[src/clamp_inhibit_pkg.sv]
/*
 * constants for the clamp inhibit timing and clock check register pair:
 * offsets, field positions, reset values and the activation code points.
 * assumes the frame decoder delivers 5-bit register addresses.
 */
package clamp_inhibit_pkg;

    localparam int unsigned ADDR_W = 5;
    localparam int unsigned DATA_W = 16;

    localparam logic [ADDR_W-1:0] TIMING_ADDR = 5'h1e;
    localparam logic [ADDR_W-1:0] CHECK_ADDR  = 5'h1f;

    localparam int unsigned FIELD_HI   = 15;
    localparam int unsigned FIELD_LO   = 8;
    localparam int unsigned LMI_BIT    = 1;
    localparam int unsigned PARITY_BIT = 0;
    localparam int unsigned RSVD_W     = 6;

    localparam logic [DATA_W-1:0] TIMING_RESET = 16'h2600;
    localparam logic [DATA_W-1:0] CHECK_RESET  = 16'h0001;

    localparam logic [7:0] AT_CONST_HIGH = 8'h00;
    localparam logic [7:0] AT_CONST_LOW  = 8'hff;
    localparam logic [7:0] AT_MIN_TIMED  = 8'h0a;

    typedef enum logic [1:0] {
        PULSE_IDLE   = 2'b00,
        PULSE_ACTIVE = 2'b01
    } pulse_state_t;

endpackage : clamp_inhibit_pkg

[src/clamp_inhibit_timing_regs.sv]
/*
 * clamp inhibit timing register and clock check register, with the
 * invalid-frame flag and odd parity returned in every read word of the two registers.
 * assumes a frame decoder on ref_clk that presents one decoded frame per
 * req_valid pulse and flags framing or checksum errors on req_error.
 */
// Functional notes
// (RULE1) activation field sets inhibit pulse length
// (RULE2) codes 0x0a..0xfe timed; 0x01..0x09 reserved
// (RULE3) code 0x00 holds inhibit output high
// (RULE4) code 0xff holds inhibit output low
// (RULE5) bits 7..2 always read as zero
// (RULE6) bit 1 reports previous frame discarded
// (RULE7) bit 0 is odd parity of word
// (RULE8) clock check count written by hardware only
// (RULE9) host ignores clock check register contents
// (RULE10) timing writes only in config mode
`timescale 1ns/1ps
`default_nettype none

module clamp_inhibit_timing_regs
    import clamp_inhibit_pkg::*;
(
    input  wire logic              ref_clk,           // 40 MHz clock
    input  wire logic              arst_n,            // async reset, low
    input  wire logic              req_valid,         // frame strobe
    input  wire logic              req_write,         // 1 long write, 0 read
    input  wire logic [ADDR_W-1:0] req_addr,          // register address
    input  wire logic [DATA_W-1:0] req_wdata,         // write word
    input  wire logic              req_error,         // frame is corrupt
    input  wire logic              config_mode,       // config mode active
    input  wire logic              switch_trigger,    // start inhibit pulse
    input  wire logic              meas_valid,        // clock check done
    input  wire logic [7:0]        meas_count,        // measured osc cycles
    output logic                   resp_valid,        // read word ready
    output logic                   resp_hit,          // address mapped here
    output logic [DATA_W-1:0]      resp_data,         // read word
    output logic                   clamp_inhibit_out  // clamp inhibit pin
);

    logic [7:0] act_cycles_q;
    logic [7:0] meas_count_q;
    logic       last_msg_invalid_q;

    // parity bit that makes the whole word carry an odd number of ones
    function automatic logic odd_parity(input logic [DATA_W-1:1] upper);
        odd_parity = ~(^upper);
    endfunction : odd_parity

    function automatic logic [DATA_W-1:0] pack_word(input logic [7:0] field,
                                                    input logic       last_msg_invalid);
        logic [DATA_W-1:1] upper;
        upper = {field, {RSVD_W{1'b0}}, last_msg_invalid};                   // [RULE5]
        pack_word = {upper, odd_parity(upper)};                  // [RULE7]
    endfunction : pack_word

    // reserved activation codes are refused so the timer never sees them
    function automatic logic at_legal(input logic [7:0] code);
        at_legal = (code == AT_CONST_HIGH) || (code >= AT_MIN_TIMED);
    endfunction : at_legal

    wire       sel_timing = (req_addr == TIMING_ADDR);
    wire       sel_check  = (req_addr == CHECK_ADDR);
    wire       mapped     = sel_timing || sel_check;
    wire [7:0] wr_field   = req_wdata[FIELD_HI:FIELD_LO];

    wire wr_accept = req_valid && req_write && sel_timing && !req_error
                     && config_mode                              // [RULE10]
                     && at_legal(wr_field);                      // [RULE2]

    // writes to the clock check word, out-of-mode and reserved writes drop
    wire wr_refused = req_write && mapped && !wr_accept;
    wire discard    = req_valid && (req_error || wr_refused);

    wire [DATA_W-1:0] timing_word = pack_word(act_cycles_q,
                                              last_msg_invalid_q);
    wire [DATA_W-1:0] check_word  = pack_word(meas_count_q,
                                              last_msg_invalid_q);
    wire [DATA_W-1:0] read_word   = sel_timing ? timing_word :
                                    sel_check  ? check_word  :
                                    {DATA_W{1'b0}};
    wire              read_req    = req_valid && !req_write;

    always_ff @(posedge ref_clk or negedge arst_n) begin
        if (!arst_n) begin
            act_cycles_q <= TIMING_RESET[FIELD_HI:FIELD_LO];
        end else if (wr_accept) begin
            act_cycles_q <= wr_field;                            // [RULE1]
        end
    end

    always_ff @(posedge ref_clk or negedge arst_n) begin
        if (!arst_n) begin
            meas_count_q <= CHECK_RESET[FIELD_HI:FIELD_LO];
        end else if (meas_valid) begin
            meas_count_q <= meas_count;                          // [RULE8]
        end
    end

    // flag follows every frame so it always describes the previous one
    always_ff @(posedge ref_clk or negedge arst_n) begin
        if (!arst_n) begin
            last_msg_invalid_q <= TIMING_RESET[LMI_BIT];
        end else if (req_valid) begin
            last_msg_invalid_q <= discard;                       // [RULE6]
        end
    end

    // reads are served in every mode; the word carries the old flag
    always_ff @(posedge ref_clk or negedge arst_n) begin
        if (!arst_n) begin
            resp_valid <= 1'b0;
            resp_hit   <= 1'b0;
            resp_data  <= {DATA_W{1'b0}};
        end else begin
            resp_valid <= read_req;                              // [RULE10]
            resp_hit   <= read_req && mapped;
            if (read_req) begin
                resp_data <= read_word;                          // [RULE6]
            end
        end
    end

    clamp_pulse_gen u_pulse (
        .ref_clk           (ref_clk),
        .arst_n            (arst_n),
        .trigger           (switch_trigger),
        .act_cycles        (act_cycles_q),
        .clamp_inhibit_out (clamp_inhibit_out)
    );

endmodule : clamp_inhibit_timing_regs

`default_nettype wire

[src/clamp_pulse_gen.sv]
/*
 * timed clamp inhibit output driven from the activation field.
 * assumes ref_clk is the secondary oscillator clock and that the trigger
 * is a one-cycle pulse from logic on the same clock.
 */
`timescale 1ns/1ps
`default_nettype none

module clamp_pulse_gen
    import clamp_inhibit_pkg::*;
(
    input  wire logic       ref_clk,           // secondary oscillator clock
    input  wire logic       arst_n,            // async reset, active low
    input  wire logic       trigger,           // start of a timed activation
    input  wire logic [7:0] act_cycles,        // activation field value
    output logic            clamp_inhibit_out  // registered inhibit output
);

    pulse_state_t state_q;
    pulse_state_t state_d;
    logic [7:0]   count_q;
    logic [7:0]   count_d;
    logic         out_d;

    wire force_high = (act_cycles == AT_CONST_HIGH);
    wire force_low  = (act_cycles == AT_CONST_LOW);
    wire timed_mode = !force_high && !force_low;

    always_comb begin
        state_d = state_q;
        count_d = count_q;
        case (state_q)
            PULSE_IDLE: begin
                if (trigger && timed_mode) begin
                    state_d = PULSE_ACTIVE;
                    count_d = act_cycles - 8'h01;  // [RULE1]
                end
            end
            PULSE_ACTIVE: begin
                // a forced mode written mid-pulse ends the pulse at once
                if (!timed_mode || count_q == 8'h00) begin
                    state_d = PULSE_IDLE;
                end else begin
                    count_d = count_q - 8'h01;
                end
            end
            default: begin
                state_d = PULSE_IDLE;
                count_d = 8'h00;
            end
        endcase
    end

    always_comb begin
        if (force_high) begin
            out_d = 1'b1;                          // [RULE3]
        end else if (force_low) begin
            out_d = 1'b0;                          // [RULE4]
        end else begin
            out_d = (state_d == PULSE_ACTIVE);     // [RULE1] [RULE2]
        end
    end

    always_ff @(posedge ref_clk or negedge arst_n) begin
        if (!arst_n) begin
            state_q           <= PULSE_IDLE;
            count_q           <= 8'h00;
            clamp_inhibit_out <= 1'b0;
        end else begin
            state_q           <= state_d;
            count_q           <= count_d;
            clamp_inhibit_out <= out_d;
        end
    end

endmodule : clamp_pulse_gen

`default_nettype wire

[config.mk]
export PLATFORM = sky130hd
export DESIGN_NAME = clamp_inhibit_timing_regs
export DESIGN_NICKNAME = d
export VERILOG_FILES = /design/src/clamp_inhibit_pkg.sv /design/src/clamp_inhibit_timing_regs.sv /design/src/clamp_pulse_gen.sv
export SDC_FILE = /design/constraint.sdc
export NUM_CORES = 1
export LEC_CHECK = 0
export BUFFER_PORTS_ARGS = -buffer_cell sky130_fd_sc_hd__buf_2
export CORE_ASPECT_RATIO = 1.75
export CORE_MARGIN = 1.5
export CORE_UTILIZATION = 50
export CTS_BUF_LIST = sky130_fd_sc_hd__clkbuf_2
export CTS_CLUSTER_DIAMETER = 120
export CTS_CLUSTER_SIZE = 30
export DETAILED_ROUTE_END_ITERATION = 12
export GPL_TIMING_DRIVEN = 0
export PLACE_DENSITY = 0.8
export SLEW_MARGIN = 0
export SYNTH_ARGS = -nofsm -noshare
export SYNTH_HDL_FRONTEND = slang
export SYNTH_SLANG_ARGS = --single-unit
[constraint.sdc]
create_clock -name ref_clk -period 5.1 [get_ports ref_clk]
set_clock_uncertainty 0.05 [all_clocks]
set_input_delay 0.255 -clock ref_clk [delete_from_list [all_inputs] [get_ports ref_clk]]
set_output_delay 0.255 -clock ref_clk [all_outputs]
set_load 0.05 [all_outputs]
* Word level (Yosys, flattened, before mapping)
Cells that the tools add are included.
** Word-level totals
- Register bits after elaboration :: 46
- Bits of input ports :: 37
- Output and inout port bits :: 19
- Logic and storage cells :: 60
** Cells by class
- Add/sub/neg operators :: 2
- $lt $le $gt $ge :: 1
- Eq/ne operators :: 7
- Muxes and demuxes :: 10
- Bitwise operators :: 2
- Reduce and logical (&&, ||, !) cells :: 29
** Operator list (count)
- $mux 16 :: 2
- $reduce_xor 15->1 :: 2
- $logic_not 8->1 :: 3
- $mux 8 :: 2
- $pmux 8 s2 :: 1
- $sub 8x1->8 const B :: 2
- $logic_and 1x1->1 :: 12
- $eq 5x5->1 const B :: 2
- $eq 8x8->1 const B :: 1
- $ge 8x4->1 const B :: 1
- $logic_not 1->1 :: 6
- $eq 2x1->1 const B :: 2
- $logic_or 1x1->1 :: 4
- $mux 2 :: 2
- $pmux 2 s2 :: 1
- $logic_not 2->1 :: 1
- $mux 1 :: 2
- $ne 2x1->1 const B :: 1
- $ne 2x2->1 const B :: 1
- $not 1->1 :: 2
- $reduce_and 2->1 :: 1

* Logic depth before layout (Yosys ltp)
- Depth after elaboration :: 10
- Gate-level depth with buffers :: 9
- Gate-level depth less buffers :: 6

* By module
A second synthesis with hierarchy kept.
** Unflattened totals
- Cells, all modules :: 234
- Area, all modules :: 2351.0 µm²
** By module, submodules not included
- clamp_inhibit_timing_regs :: times used 1, cells each 119, area an instance 1448.9 µm², sequential area each 729.4 µm²
- clamp_pulse_gen :: times used 1, cells each 115, area an instance 902.1 µm², sequential area each 275.3 µm²

* Least setup slack after synthesis
Ideal clock, no wire load.
- Path kind :: reg2reg
- From :: register u_pulse.state_q[1]
- To :: register u_pulse.count_q[6]
- Setup time :: 0.082 ns
- Arrival :: 1.766 ns
- Slack :: 3.202 ns
- Cell stages (with the launch flop) :: 10
- Path buffers :: 3
- Clock period less this slack :: 1.898 ns
- Cell sequence :: dfrtp_1 buf_6 nor2b_1 buf_2 mux2i_1 ha_1 clkbuf_1 and2_1 o2111ai_1 a31oi_1
** Between the ends
- Word-level cells in the longest chain between the ends :: 3
- Elaborated cells on any way between the ends :: 6
** RTL lines
- from (decl) :: line clamp_pulse_gen.sv:19 : pulse_state_t state_q;
- from (signal assigned) :: line clamp_pulse_gen.sv:70 : state_q <= state_d;
- $eq 2x1->1 / $logic_not 2->1 (equally long branches) :: line clamp_pulse_gen.sv:32 : case (state_q)
- $ne 2x2->1 (no source line) / $ne 2x1->1 (equally long branches)
- $reduce_and 2->1 (no source line)
- to (signal assigned) :: line clamp_pulse_gen.sv:71 : count_q <= count_d;
- to (decl) :: line clamp_pulse_gen.sv:21 : logic [7:0] count_q;
Several ways; a longest one is shown, not always the timed one.
A chain may end at the register's enable or synchronous reset.

* Worst setup path after layout
Same ends and word-level chain as after synthesis.

==> run summary <==
======================================================================================================
Global-route wire length before repair                                                         8.47 mm
Share of the yosys chip area belonging to registers                                              42.6%
Number of hold-slack violations in the final timing report                                           0
Number of fillers in the final layout                                                              404
CP Class                                                                                       reg2reg
Synth warnings                                                                                       0
ANT cells                                                                                            0
Launch point of the critical path                                                         u_pulse.state_q[1]
Number of H-tree branching levels                                                                    2
Setup repair after global routing missed its margin                                              false
Outcome                                                                                   complete, no violations
Startpoint class of the critical path                                                        flip-flop
PostCTS Resize Cnt                                                                                   0
Pin count of the biggest net entering global routing                                                41
Io pins                                                                                             56
TritonRoute pass-1 iters                                                                             4
Largest fanout of any net on the critical path                                                       9
Worst-case headroom to the max-slew limit                                                        40.6%
Total DRC errors in the routed layout                                                                0
Pins over their slew limit                                                                           0
Number of standard cells after synthesis                                                           215
Fraction of the cycle the final worst path needs                                                 42.1%
Total negative slack for setup checks                                                             0 ns
Routed Antenna Nets                                                                                  0
Tmin final                                                                                     2.15 ns
Die width                                                                                      54.9 um
HP Start                                                                                  req_wdata[13]
Insertion delay of the later-clocked pin in the worst-skew pair                                0.39 ns
Number of buffers created by CTS                                                                     5
Netlist area before placement                                                             0.00236 sq mm
Fmax                                                                                         0.466 GHz
Leakage power                                                                                  1.26 nW
Routability cong.                                                                                0.831
Number of clock sinks                                                                               40
Initial antenna violation count                                                                      0
Most common cell after layout, fill and taps aside                                               buf_2
Count of buffers inserted at the top-level ports                                                    39
Total power after layout                                                                        757 uW
Tot GR Track Use                                                                                 22.5%
Minimum hold slack                                                                           0.0350 ns
Data arrival time at the worst-slack endpoint                                                  2.44 ns
Share of flip-flops with an asynchronous set or reset after synthesis                             100%
IR drop worst, VDD                                                                              193 uV
Hold Path Class                                                                                 in2reg
Area of the core                                                                          0.00448 sq mm
Worst slew pin tran                                                                           0.891 ns
CTS tree                                                                                         built
Via count of the first global-routing pass                                                        1805
Count of unique library cells instantiated by Yosys                                                 50
Number of synthesized flops with an enable pin                                                       0
Synthesis-to-layout area growth                                                                  14.9%
Synthesis-stage register bit count                                                                  40
Worst reg2reg startpoint                                                                  u_pulse.state_q[1]
Final Setup Violations                                                                               0
Root cell of the clock tree                                                                   clkbuf_2
Routed WL per cell                                                                             16.4 um
Required time of the critical path                                                             5.40 ns
Row cnt                                                                                             32
Dpl cell area                                                                             0.00264 sq mm
Initial core utilization                                                                         52.6%
Highest-count cells in the layout ignoring fill and taps                                  buf_2, dfrtp_1, mux2_2, mux2i_1, nand2_1
Mean cell area of the mapped netlist                                                        11.0 sq um
Clock transition at the register clock pins on the worst setup and hold paths after CTS        0.21 ns
Final routed wirelength across all metal layers                                                5.27 mm
Setup slack of the most critical reg-to-reg path                                               2.95 ns
Detail Placement HPWL                                                                          3.88 mm
Count of nets after finishing                                                                      308
Main synth FF type                                                                             dfrtp_1
Gr ovfl total                                                                                        0
Die Footprint                                                                             0.00515 sq mm
CTS Buffer Depth                                                                                     2
Post-CTS setup buffers                                                                               0
Via count                                                                                         1858
Layout cells sized above 1                                                                       35.4%
Die Span Y                                                                                     93.9 um
Total power divided by cell area                                                           279 mW/mm^2
DRC violation total after the first TritonRoute iteration                                           57
Max Cap Violations                                                                                   0
Endpoint kind of the worst setup timing path                                                 flip-flop
Total non-filler cell area in the finished layout                                         0.00271 sq mm
DR vias/cell                                                                                      5.77
======================================================================================================
[cells in the mapped netlist, drive strengths merged (3+ instances only)]
master | count | area [sq um]
nand4 | 6 | 37.5
dfrtp | 37 | 926
o211ai | 3 | 22.5
nand2 | 15 | 56.3
inv | 3 | 11.3
nor4 | 4 | 40.0
or4b | 3 | 33.8
o21ai | 10 | 50.1
xnor2 | 11 | 96.3
a31oi | 8 | 65.1
dfstp | 3 | 78.8
nand3 | 6 | 35.0
a21oi | 3 | 15.0
mux2i | 16 | 160
nor2 | 8 | 30.0
clkbuf | 5 | 18.8
buf | 18 | 139
mux2 | 17 | 191
o31ai | 10 | 80.1
nor3 | 4 | 20.0
[repair_timing]
action                     in CTS  in global routing
hold buffers                    2                  1
hold endpoints to repair       38                  1
setup endpoints to repair       0                  0
[logic make-up after synthesis]
group / synth area share [%]
and+or+nand+nor: 15.2
AOI/OAI and AO/OA: 12.7
DFF: 42.6
muxes: 14.9
buffers and inverters: 7.16
xor gates and xnor gates: 6.74
adders and majority gates: 0.530
other: 0.159
[worst max-delay path: stages, from the launching register on]
cell and delay [ns]:
dfrtp_1 0.41, buf_6 0.13, nor2b_1 0.09, buf_2 0.23
mux2i_1 0.26, ha_1 0.17, clkbuf_1 0.25, and2_1 0.21
o2111ai_1 0.14, a31oi_1 0.16
[area by class of cell]
cell class / count / area [sq um] / share of cell area [%]
well taps: 51 / 63.8 / 2.35
multi-input cells: 155 / 1210 / 44.6
repair buffers: 42 / 225 / 8.31
clock buffers: 7 / 35.0 / 1.29
flip-flops and latches: 40 / 1000 / 37.1
inverters: 3 / 11.3 / 0.416
clock inverters: 1 / 5.00 / 0.185
plain buffers: 23 / 158 / 5.82
[stage by stage]
step / setup slack [ns] / cells / utilization, %
after floorplan: 3.20 / 221 / -
after global placement: 3.05 / 311 / 58.9
after detailed placement: 3.01 / 311 / 58.9
after CTS: 2.97 / 321 / 60.2
after global routing: 2.81 / 322 / 60.4
final: 2.95 / 322 / 60.4
[power by group]
group | internal [mW] | switching, mW
registers | 0.346 | 0.0273
clock network | 0.0375 | 0.105
logic | 0.107 | 0.134
total | 0.491 | 0.266
[layer usage]
| layer | GRT usage (%) | wire length [um] | vias to the layer above |
|---|---|---|---|
| met2 | 38.3 | 2980 | 61 |
| met3 | 3.50 | 221 | 8 |
| met4 | 8.74 | 85 | 0 |
| met5 | 0 | 0 | - |
| met1 | 27.3 | 1990 | 902 |
| li1 | - | - | 887 |
[worst paths after layout]
check                      cells past startpoint                  to
min reg2reg                                    2        resp_data[8]
max in group asynchronous                      2     meas_count_q[0]
min in group asynchronous                      2            resp_hit
min                                            2     act_cycles_q[5]
max reg2reg                                    9  u_pulse.count_q[6]
max                                            9  u_pulse.count_q[6]
[flip-flops by register name, summed over array words and instances (netlist names)]
register / flops
u_pulse.clamp_inhibit_out: 1
meas_count_q: 8
resp_data: 10
resp_hit: 1
act_cycles_q: 8
u_pulse.state_q: 2
u_pulse.count_q: 8
resp_valid: 1
last_msg_invalid_q: 1
Power figures use the tool's default switching activity.
